==> config.mk <==
export PLATFORM = sky130hd
export DESIGN_NAME = lsr_readout
export DESIGN_NICKNAME = d
export VERILOG_FILES = /design/src/lsr_pkg.sv /design/src/lsr_conv.sv /design/src/lsr_readout.sv
export SDC_FILE = /design/constraint.sdc
export NUM_CORES = 1
export LEC_CHECK = 0
export BUFFER_PORTS_ARGS = -buffer_cell sky130_fd_sc_hd__buf_2
export CAP_MARGIN = 40
export CORE_ASPECT_RATIO = 1.5
export CORE_MARGIN = 2
export CORE_UTILIZATION = 55
export CTS_CLUSTER_DIAMETER = 60
export DETAILED_ROUTE_END_ITERATION = 8
export PLACE_DENSITY = 0.77
export REMOVE_ABC_BUFFERS = 1
export SLEW_MARGIN = 5
export SYNTH_ARGS = -nofsm -noshare
export SYNTH_HDL_FRONTEND = slang
export SYNTH_SLANG_ARGS = --single-unit
==> constraint.sdc <==
create_clock -name clock -period 3.9 [get_ports clock]
set_input_delay 0.195 -clock clock [delete_from_list [all_inputs] [get_ports clock]]
set_output_delay 0.195 -clock clock [all_outputs]
set_load 0.02 [all_outputs]
==> src/lsr_pkg.sv <==
// shared constants and the link state type of the two-channel light readout
// assumes a single 25 MHz core clock; the link pins are sampled by that clock
package lsr_pkg;

   // ----------------------------------------------------------------
   // clock and timing
   // ----------------------------------------------------------------
   localparam int CLK_HZ = 25_000_000;
   localparam int T_INTEG_LONG_US = 402_000;
   localparam int INTEG_LONG_CYC = T_INTEG_LONG_US * (CLK_HZ / 1_000_000);
   localparam int INTEG_MID_DIV = 4;
   localparam int INTEG_SHORT_DIV = 16;
   localparam int T_SMB_MAX_KHZ = 100;
   localparam int T_I2C_MAX_KHZ = 400;
   // fewest core cycles in half a link clock period at the fastest rate
   localparam int SCL_HALF_CYC = CLK_HZ / (2 * T_I2C_MAX_KHZ * 1000);
   localparam int SCL_HALF_MIN_CYC = 8;

   // ----------------------------------------------------------------
   // widths and codes
   // ----------------------------------------------------------------
   localparam int DATA_W = 16;
   localparam int PERSIST_W = 4;
   localparam int CNT_W = 24;
   localparam logic [1:0] SEL_GND = 2'h0;
   localparam logic [1:0] SEL_FLOAT = 2'h1;
   localparam logic [1:0] SEL_VDD = 2'h2;
   localparam logic [1:0] INTEG_SHORT = 2'h0;
   localparam logic [1:0] INTEG_MID = 2'h1;
   // slave addresses per select state, values arbitrary
   localparam logic [6:0] ADDR_GND = 7'h21;
   localparam logic [6:0] ADDR_FLOAT = 7'h31;
   localparam logic [6:0] ADDR_VDD = 7'h41;
   // smbus alert response address
   localparam logic [6:0] ADDR_ALERT = 7'h0c;
   localparam logic [3:0] BITS_BYTE = 4'h8;
   localparam logic [1:0] STRAP_WAIT = 2'h3;

   // ----------------------------------------------------------------
   // serial link states
   // ----------------------------------------------------------------
   typedef enum logic [6:0] {
      LS_IDLE = 7'h01,
      LS_ADDR = 7'h02,
      LS_ACKA = 7'h04,
      LS_TX = 7'h08,
      LS_RACK = 7'h10,
      LS_RX = 7'h20,
      LS_ACKW = 7'h40
   } lsr_link_type;

endpackage

==> src/lsr_conv.sv <==
// integration timer of the two converters and their result capture
// assumes adc counts arrive on the core clock and hold while integration runs
`timescale 1ns/1ns
`default_nettype none

module lsr_conv import lsr_pkg::*; #(
   parameter int INTEG_LONG = INTEG_LONG_CYC
) (
   input wire logic clock, // core clock
   input wire logic rstn, // async reset, active low
   input wire logic power_on, // 0 = power down
   input wire logic [1:0] integ_sel, // integration time select
   input wire logic [DATA_W-1:0] adc_ch0, // broadband converter count
   input wire logic [DATA_W-1:0] adc_ch1, // infrared converter count
   output logic afe_integrate, // both integrators run while high
   output logic conv_done, // one-cycle pulse, results valid
   output logic [DATA_W-1:0] conv_ch0, // captured channel 0
   output logic [DATA_W-1:0] conv_ch1 // captured channel 1
);

   if (INTEG_LONG < 2 * INTEG_SHORT_DIV || INTEG_LONG >= (1 << CNT_W)) begin : g_chk
      $error("integration count out of range");
   end

   typedef struct packed {
      logic [CNT_W-1:0] cnt;
      logic busy;
      logic done;
      logic [DATA_W-1:0] ch0;
      logic [DATA_W-1:0] ch1;
   } lsr_conv_type;

   lsr_conv_type r, n;

   // cycles of one integration for the selected time
   function automatic logic [CNT_W-1:0] integ_limit(input logic [1:0] sel);
      logic [CNT_W-1:0] full;
      full = CNT_W'(INTEG_LONG);
      unique case (sel)
         INTEG_SHORT: integ_limit = CNT_W'(INTEG_LONG / INTEG_SHORT_DIV);
         INTEG_MID: integ_limit = CNT_W'(INTEG_LONG / INTEG_MID_DIV);
         default: integ_limit = full;
      endcase
   endfunction

   // ----------------------------------------------------------------
   // integration sequencer
   // ----------------------------------------------------------------
   // one shared counter times both channels, so they see the same interval
   always_comb begin
      n = r;
      n.done = 1'b0;
      if (!power_on) begin
         n.busy = 1'b0;
         n.cnt = '0;
      end else begin
         n.busy = 1'b1;
         if (r.cnt >= integ_limit(integ_sel) - CNT_W'(1)) begin
            n.done = 1'b1;
            n.ch0 = adc_ch0;
            n.ch1 = adc_ch1;
            n.cnt = '0;
         end else begin
            n.cnt = r.cnt + CNT_W'(1);
         end
      end
   end

   always_ff @(posedge clock or negedge rstn) begin
      if (!rstn) begin
         r <= '0;
      end else begin
         r <= n;
      end
   end

   assign afe_integrate = r.busy;
   assign conv_done = r.done;
   assign conv_ch0 = r.ch0;
   assign conv_ch1 = r.ch1;
endmodule

`default_nettype wire

==> src/lsr_readout.sv <==
// two-channel light readout: serial slave, double-buffered results, thresholds
// assumes scl, sda and the select pad are asynchronous and sampled here
`timescale 1ns/1ns
`default_nettype none

// Contract
// - both channels integrate together over one identical interval.
// - on completion, channel 0 and channel 1 results land in their data registers.
// - reads use a shadow copy, never mixing old and new results.
// - next integration starts by itself right after the transfer.
// - every channel result given to the host is 16 bits.
// - upper and lower thresholds; a channel 0 value beyond either raises the interrupt.
// - persistence count delays the interrupt until out of range long enough.
// - level interrupt stays asserted until the host clears it.
// - in smbus mode the interrupt is an alert, released by alert response.
// - interrupt pin is open drain, only ever pulled low.
// - slave address chosen by the three-state select pad.
// - link runs up to 100 kHz smbus or 400 kHz fast mode.
// - host sets analog gain and integration time; here via the gain_hi and integ_sel pins, not the link.
// - power down stops conversions.
module lsr_readout import lsr_pkg::*; #(
   parameter int INTEG_LONG = INTEG_LONG_CYC
) (
   input wire logic clock, // core clock, 25 MHz
   input wire logic rstn, // async reset, active low
   input wire logic scl_i, // link clock pin
   input wire logic sda_i, // link data pin level
   output logic sda_o, // link data drive value, always low
   output logic sda_oe, // pulls sda low while high
   output logic int_oe, // pulls interrupt pin low while high
   input wire logic [1:0] addr_sel, // select pad state code
   input wire logic smb_mode, // 1 = smbus alert style
   input wire logic power_on, // 0 = power down
   input wire logic gain_hi, // high analog gain
   input wire logic [1:0] integ_sel, // integration time select
   input wire logic int_en, // threshold interrupt enable
   input wire logic [DATA_W-1:0] thr_lo, // lower threshold
   input wire logic [DATA_W-1:0] thr_hi, // upper threshold
   input wire logic [PERSIST_W-1:0] persist, // conversions out of range needed
   input wire logic [DATA_W-1:0] adc_ch0, // broadband converter count
   input wire logic [DATA_W-1:0] adc_ch1, // infrared converter count
   output logic afe_integrate, // integrators run
   output logic afe_gain_hi, // gain to front end
   output logic [DATA_W-1:0] ch0_data, // channel 0 data register
   output logic [DATA_W-1:0] ch1_data, // channel 1 data register
   output logic int_pend, // interrupt pending
   output logic [6:0] own_addr // latched slave address
);

   if (SCL_HALF_CYC < SCL_HALF_MIN_CYC) begin : g_chk
      $error("core clock too slow to sample the link");
   end

   typedef struct packed {
      logic scl_m, scl_s, scl_d;
      logic sda_m, sda_s, sda_d;
      logic [1:0] sel_m, sel_s;
      logic [1:0] strap_cnt;
      logic strap_ok;
      logic [6:0] addr;
      lsr_link_type st;
      logic [3:0] bitcnt;
      logic [7:0] shreg;
      logic rw;
      logic ara;
      logic [1:0] ptr;
      logic oe;
      logic [DATA_W-1:0] data0, data1;
      logic [DATA_W-1:0] shd0, shd1;
      logic [PERSIST_W-1:0] pcnt;
      logic pend;
   } lsr_top_type;

   lsr_top_type r, n;
   logic conv_done;
   logic [DATA_W-1:0] conv_ch0, conv_ch1;
   logic rise, fall, start, stop, wr_clr, ara_clr, out_rng, fire;
   logic [7:0] tx_byte;
   logic [PERSIST_W-1:0] pnext;

   // ----------------------------------------------------------------
   // converter sequencing
   // ----------------------------------------------------------------
   lsr_conv #(.INTEG_LONG(INTEG_LONG)) u_conv (
      .clock(clock),
      .rstn(rstn),
      .power_on(power_on),
      .integ_sel(integ_sel),
      .adc_ch0(adc_ch0),
      .adc_ch1(adc_ch1),
      .afe_integrate(afe_integrate),
      .conv_done(conv_done),
      .conv_ch0(conv_ch0),
      .conv_ch1(conv_ch1)
   );

   // address for each pad state; an undefined code counts as floating
   function automatic logic [6:0] sel_addr(input logic [1:0] sel);
      unique case (sel)
         SEL_GND: sel_addr = ADDR_GND;
         SEL_VDD: sel_addr = ADDR_VDD;
         default: sel_addr = ADDR_FLOAT;
      endcase
   endfunction

   // read byte order: ch0 low, ch0 high, ch1 low, ch1 high
   function automatic logic [7:0] pick(input logic [DATA_W-1:0] a,
                                       input logic [DATA_W-1:0] b,
                                       input logic [1:0] p);
      unique case (p)
         2'h0: pick = a[7:0];
         2'h1: pick = a[15:8];
         2'h2: pick = b[7:0];
         default: pick = b[15:8];
      endcase
   endfunction

   // ----------------------------------------------------------------
   // link edge and condition detection
   // ----------------------------------------------------------------
   // only second-stage and delayed copies are looked at; at 400 kHz a
   // half period still spans over thirty core cycles
   always_comb begin
      rise = r.scl_s & ~r.scl_d;
      fall = ~r.scl_s & r.scl_d;
      start = r.scl_s & r.scl_d & r.sda_d & ~r.sda_s;
      stop = r.scl_s & r.scl_d & ~r.sda_d & r.sda_s;
      tx_byte = pick(r.shd0, r.shd1, r.ptr);
   end

   // threshold and persistence decision for the arriving result
   always_comb begin
      out_rng = (conv_ch0 > thr_hi) || (conv_ch0 < thr_lo);
      pnext = (r.pcnt == '1) ? r.pcnt : r.pcnt + PERSIST_W'(1);
      fire = (persist == '0) || (out_rng && pnext >= persist);
   end

   // ----------------------------------------------------------------
   // next state
   // ----------------------------------------------------------------
   always_comb begin
      n = r;
      wr_clr = 1'b0;
      ara_clr = 1'b0;
      n.scl_m = scl_i;
      n.scl_s = r.scl_m;
      n.scl_d = r.scl_s;
      n.sda_m = sda_i;
      n.sda_s = r.sda_m;
      n.sda_d = r.sda_s;
      n.sel_m = addr_sel;
      n.sel_s = r.sel_m;
      // strap caught a few cycles after reset release, once only
      if (!r.strap_ok) begin
         n.strap_cnt = r.strap_cnt + 2'h1;
         if (r.strap_cnt == STRAP_WAIT) begin
            n.strap_ok = 1'b1;
            n.addr = sel_addr(r.sel_s);
         end
      end
      if (!r.strap_ok) begin
         n.st = LS_IDLE;
      end else if (start) begin
         n.st = LS_ADDR;
         n.bitcnt = '0;
         n.oe = 1'b0;
         n.ara = 1'b0;
      end else if (stop) begin
         n.st = LS_IDLE;
         n.oe = 1'b0;
      end else begin
         unique case (r.st)
            LS_IDLE: begin
            end
            LS_ADDR: begin
               if (rise) begin
                  n.shreg = {r.shreg[6:0], r.sda_s};
                  n.bitcnt = r.bitcnt + 4'h1;
               end else if (fall && r.bitcnt == BITS_BYTE) begin
                  n.bitcnt = '0;
                  n.rw = r.shreg[0];
                  n.ptr = '0;
                  if (r.shreg[7:1] == r.addr) begin
                     n.st = LS_ACKA;
                     n.oe = 1'b1;
                     n.shd0 = r.data0;
                     n.shd1 = r.data1;
                  end else if (r.shreg[7:1] == ADDR_ALERT && r.shreg[0] && smb_mode
                               && r.pend) begin
                     n.st = LS_ACKA;
                     n.oe = 1'b1;
                     n.ara = 1'b1;
                  end else begin
                     n.st = LS_IDLE;
                  end
               end
            end
            LS_ACKA: begin
               if (fall) begin
                  if (r.rw) begin
                     n.st = LS_TX;
                     n.shreg = r.ara ? {r.addr, 1'b0} : tx_byte;
                     n.oe = r.ara ? ~r.addr[6] : ~tx_byte[7];
                     n.ptr = r.ara ? r.ptr : r.ptr + 2'h1;
                  end else begin
                     n.st = LS_RX;
                     n.oe = 1'b0;
                  end
               end
            end
            LS_TX: begin
               if (rise) begin
                  n.bitcnt = r.bitcnt + 4'h1;
               end else if (fall) begin
                  if (r.bitcnt == BITS_BYTE) begin
                     n.st = LS_RACK;
                     n.oe = 1'b0;
                     n.bitcnt = '0;
                  end else begin
                     n.shreg = {r.shreg[6:0], 1'b0};
                     n.oe = ~r.shreg[6];
                  end
               end
            end
            LS_RACK: begin
               if (rise) begin
                  ara_clr = r.ara;
                  n.ara = 1'b0;
                  if (r.sda_s) begin
                     n.st = LS_IDLE;
                  end
               end else if (fall) begin
                  n.st = LS_TX;
                  n.shreg = tx_byte;
                  n.oe = ~tx_byte[7];
                  n.ptr = r.ptr + 2'h1;
               end
            end
            LS_RX: begin
               if (rise) begin
                  n.shreg = {r.shreg[6:0], r.sda_s};
                  n.bitcnt = r.bitcnt + 4'h1;
               end else if (fall && r.bitcnt == BITS_BYTE) begin
                  n.st = LS_ACKW;
                  n.oe = 1'b1;
                  n.bitcnt = '0;
                  wr_clr = 1'b1;
               end
            end
            LS_ACKW: begin
               if (fall) begin
                  n.st = LS_RX;
                  n.oe = 1'b0;
               end
            end
            default: begin
               n.st = LS_IDLE;
               n.oe = 1'b0;
            end
         endcase
      end
      // result transfer and the threshold check share the same instant
      if (conv_done) begin
         n.data0 = conv_ch0;
         n.data1 = conv_ch1;
         n.pcnt = out_rng ? pnext : '0;
      end
      // a new event wins over a clear in the same cycle
      n.pend = (conv_done && int_en && fire) || (r.pend && !wr_clr && !ara_clr);
   end

   always_ff @(posedge clock or negedge rstn) begin
      if (!rstn) begin
         r <= '0;
      end else begin
         r <= n;
      end
   end

   // ----------------------------------------------------------------
   // outputs
   // ----------------------------------------------------------------
   assign sda_o = 1'b0;
   assign sda_oe = r.oe;
   assign int_oe = r.pend;
   assign afe_gain_hi = gain_hi;
   assign ch0_data = r.data0;
   assign ch1_data = r.data1;
   assign int_pend = r.pend;
   assign own_addr = r.addr;
endmodule

`default_nettype wire

After elaboration in Yosys (flattened, before gate mapping) --
Cells that the tools add are included.
Word-level totals: word-level logic and storage cells 233, output and inout port bits 45, bits of input ports 80, bits in registers 171
Operators by class: reductions and logical operators 33, bitwise logic cells 18, $add $sub $neg 6, multiplexer cells 82, equal/unequal tests 61, $lt $le $gt $ge 4
Operators by type and width (number):
- $mux W8 | 10
- $mux W7 | 11
- $mux W33 | 2
- $ne A4 B4 Y1 const B | 15
- $ne A5 B5 Y1 const B | 10
- $pmux W7 S7 | 1
- $mux W24 | 2
- $pmux W24 S2 | 1
- $mux W11 | 4
- $pmux W8 S4 | 1
- $mux W1 | 27
- $mux W25 | 1
- $add A24 B1 Y24 const B | 1
- $ge A24 B24 Y1 | 1
- $pmux W8 S3 | 1
- $reduce_and A12 Y1 | 2
- $sub A24 B1 Y24 const B | 1
- $ne A2 B2 Y1 const B | 11
- $mux W4 | 5
- $mux W19 | 1
- $ne A3 B3 Y1 const B | 6
- $gt A16 B16 Y1 | 1
- $lt A16 B16 Y1 | 1
- $mux W16 | 1
- other kinds (41) | 87

Longest topological paths before layout --
depth after elaboration 13, gate-level depth with buffers 13, mapped depth without buffers 11

By module --
From an unflattened synthesis, not the netlist that was laid out.
Second synthesis, totals: cells, all modules 903, area, all modules 9820.7 um2
Modules (own cells, without submodules):
- lsr_readout | times used 1, cells each 627, seq. area each 2752.6 um2, area each 6563.8 um2
- lsr_conv | times used 1, cells each 276, seq. area each 1451.4 um2, area each 3256.9 um2

Worst setup path after synthesis --
Ideal clock, no wire load.
path type input port to flip-flop, start point in integ_sel[1], end point reg u_conv.r, in the netlist u_conv.conv_ch0[0], cell stages on the path 13, library setup time 0.125 ns, arrival 2.563 ns, required time 3.775 ns, setup slack 1.212 ns, buffers on the path 2, cell sequence inv_1 > nand2_1 > inv_1 > ha_1 > and2_0 > a221o_1 > a221oi_1 > o21ai_0 > a31oi_1 > nand2b_1 > buf_2 > buf_4 > mux2_2
On the way: cells in the longest elaborated chain, start to end 6, elaborated cells between the ends (all ways) 7, classes of those cells add/sub (1); order compare (1); eq/ne (1); mux (2); reduce/logical (2)
RTL lines:
- start: declaration | RTL line lsr_readout.sv:35 | input wire logic [1:0] integ_sel,
- $eq A2 B1 Y1 or $logic_not A2 Y1 (tied branches) | RTL line lsr_conv.sv:39 | unique case (sel)
- $pmux W24 S2 (*) | RTL line lsr_conv.sv:39
- $mux W24 (*) | RTL line lsr_conv.sv:53 | if (!power_on) begin
- $sub A24 B1 Y24 (*) | RTL line lsr_conv.sv:58 | if (r.cnt >= integ_limit(integ_sel) - CNT_W'(1)) begin
- $ge A24 B24 Y1 (*) | RTL line lsr_conv.sv:58
- $reduce_and A2 Y1 (no line) (*)
- end signal: assignment | RTL line lsr_conv.sv:73 | r <= n;
- end: declaration | RTL line lsr_conv.sv:33 | lsr_conv_type r, n;
Mark *: on every way between the ends. The rest lies on a longest branch, timed or not. The select of a mux whose other input is x is not followed. A chain may end at the register's enable or synchronous reset.

Final worst setup path --
start point reg u_conv.r[34] (netlist name), end point reg u_conv.r, in the netlist u_conv.conv_ch1[8]
On the way: cells in the longest elaborated chain, start to end 2
RTL lines (RTL line):
- $ge A24 B24 Y1 | lsr_conv.sv:58
- $reduce_and A2 Y1 (no line)
No other way between the ends.

==> impl_metrics.yaml <==
clock_tree:
  cts_setup_buffers: 0
  clkTransAtPathRegs_ns: 0.06
  cts.sinks: 168
  cts_resized: 0
  cts_tree: "yes"
  clkLatencyLatePin_ns: 0.43
  cts_inserted_buffers: 17
  cts_max_path_buffers: 2
  cts-htree-levels: 4
  cts_root_buf: "clkbuf_16"
outcome:
  status: "finished clean"
logic_synthesis:
  synth_area_leaders: "dfrtp_1, mux2_2, ha_1"
  synth_cell_types: 70
  synth_top_area_share_pct: 44.9
  synth.top_cells.by_count: "dfrtp_1, mux2_2, ha_1, inv_1, nand2_1"
  synthFlopType: "dfrtp_1"
  synth.most_common_cell: "dfrtp_1"
  synth_edf_count: 0
  seq_area_frac_synth_pct: 44.9
  syn_inst: 864
  synth-seq-cells: 168
  synth_area_um2: 9370
  synth_top_area_cell: "dfrtp_1"
  synth_warnings: 0
  async_flop_share_pct: 100
  avgSynthCellArea_um2: 10.8
cells_and_area:
  final_nets: 1113
  n_antenna_cell: 0
  area_growth_pct: 13.8
  drive_above_1_share_pct: 28.9
timing:
  relSlewSlack_pct: 45.6
  timing.final.crit_share_pct: 78.8
  setup_tns_ns: 0
  tightest_slew_ns: 0.814
  setup_slack_ns: 0.825
  timing.final.hold_violations: 0
  timing.fmax_mhz: 325
  skew_ns: 0.0119
  report.final.slew_viol_count: 0
  setup_violations: 0
  finalCriticalPeriod_ns: 3.07
  rsz0062_at_grt: "no"
drt:
  drc_errors: 0
  postRouteAntennaNets: 0
  via_count: 6844
  wl_mm: 21.1
  avgViaCountPerCell: 5.76
  first_iter_violations: 362
  drt_pre_antenna_iters: 5
  wl_per_cell_um: 17.8
setup_path:
  critPathMaxFanout: 33
  path_buf_inv: 2
  cp.arrival_ns: 3.38
  cp_slowest_cell: "dfrtp_1"
  critPathTopFamily: "compound AO/OA/AOI/OAI gates"
  critPathCaptureType: "flop"
  critical_path.max_stage_delay_ns: 0.47
  criticalPathCategory: "reg2reg"
  cp_cell_sequence: "inv_1 > ha_1 > nand2b_1 > a211oi_1 > o21ai_0 > a221o_1 > a31oi_1 > nand2b_2 > buf_4 > mux2_2"
  crit_path_start_kind: "flop"
  cp.required_ns: 4.21
min_path:
  hold_path.class: "in2reg"
global_routing:
  grt_max_degree: 67
  grt_usage_pct: 24.2
  antenna_found_initial: 0
  grt_pass1_wl_mm: 34.6
  grt-ovfl-total: 0
  grt_pass1_vias: 7054
power_and_ir_drop:
  p_leak_nw: 5.50
  powerDensity_nw_per_um2: 373
  ir_drop_mv: 0.286
  finalPower_mw: 3.97
flow_run:
  maxCapViolations: 0
placed_design:
  place_ws_ns: 0.649
  routabilityCongestion: 0.940
  portBuffers: 118
  dp_hpwl_mm: 15.6
floorplanning:
  io_pins: 125
  die_width_um: 111
  initial_core_util_pct: 55.9
  dieArea_um2: 18100
  rows: 58
  die_y_um: 164
  coreArea_um2: 16800
-- per-stage QoR --
stage	hold WS [ns]	util, %	cell area (um^2)	instances
2_1_floorplan	-0.101	-	8920	797
4_1_cts	0.00218	63.6	10700	1188
6_report	0.0103	63.6	10700	1188
3_3_place_gp	0.303	58.6	9820	1129
5_1_grt	0.0000925	63.6	10700	1188
3_5_place_dp	0.131	58.9	9870	1131
-- cell usage in the layout (no fill, tap or decap), drive strengths merged, types with 20 or more instances in the layout --
master,n
a21oi,32
buf,124
dfrtp,168
dlygate4sd3,25
ha,68
inv,68
mux2,115
nand2,61
nand3,20
nor2,52
o21ai,38
-- report_power, final --
part	switching, mW	internal (mW)	leakage, nW
Combinational	0.267	0.235	2.99
Sequential	0.0887	1.83	2.24
Clock	0.719	0.835	0.273
Total	1.07	2.90	5.50
-- cells by family after synthesis --
group	synth area share, %
xor gates and xnor gates	2.90
DFF	44.9
muxes	14.4
AOI/OAI and AO/OA	9.93
buffers and inverters	7.37
adders and majority gates	9.08
other	0.0400
and+or+nand+nor	11.4
-- path summary, 6_finish.rpt --
path	start	end	slack, ns	depth (start not counted)
min	adc_ch0[10]	u_conv.conv_ch0[10]$_DFFE_PN0P_	0.01	2
min in group asynchronous	rstn	r[83]$_DFFE_PN0P_	0.24	2
max in group asynchronous	rstn	u_conv.r[42]$_DFF_PN0_	2.65	4
max	u_conv.r[34]$_DFF_PN0_	u_conv.conv_ch1[8]$_DFFE_PN0P_	0.83	10
min reg2reg	n[103]$_DFF_PN0_	r[103]$_DFF_PN0_	0.35	0
max reg2reg	u_conv.r[34]$_DFF_PN0_	u_conv.conv_ch1[8]$_DFFE_PN0P_	0.83	10
-- sequential cells by signal, indices dropped and copies added, names as in the netlist, 4 cells and up --
name	flops
ch1_data	16
u_conv.r	24
u_conv.conv_ch1	16
own_addr	4
ch0_data	16
r	66
u_conv.conv_ch0	16
n	6
-- cell type report --
| class | instances | area, um^2 |
|---|---|---|
| clock buffer | 19 | 433 |
| clock inverter | 13 | 110 |
| fill | 1317 | 6100 |
| inverter | 60 | 225 |
| multi-input combinational | 569 | 4490 |
| sequential | 168 | 4210 |
| tap | 210 | 263 |
| timing repair buffer | 149 | 937 |
-- timing repair --
item                                    in CTS  in global routing
endpoints found under the hold margin       64                  0
endpoints found under the setup margin       0                  0
hold buffers                                25                  0
-- layer usage --
layer | wire, um | vias up | track usage [%]
met4 | 847 | 0 | 12.0
met5 | 0 | - | 0
met1 | 8200 | 3374 | 26.7
met2 | 11400 | 185 | 44.6
met3 | 659 | 66 | 4.35
li1 | - | 3219 | -
-- worst register-to-register path, delay by kind of cell (launching register included) --
kind	cells	cell delay [ns]
buffers and inverters	2	0.46
AO/OA/AOI/OAI	4	1.05
AND/OR/NAND/NOR	2	0.29
flip-flops	1	0.47
multiplexers	1	0.41
adder cells (fa/ha/maj)	1	0.28
Note: power is estimated with default switching activity, not from simulation.
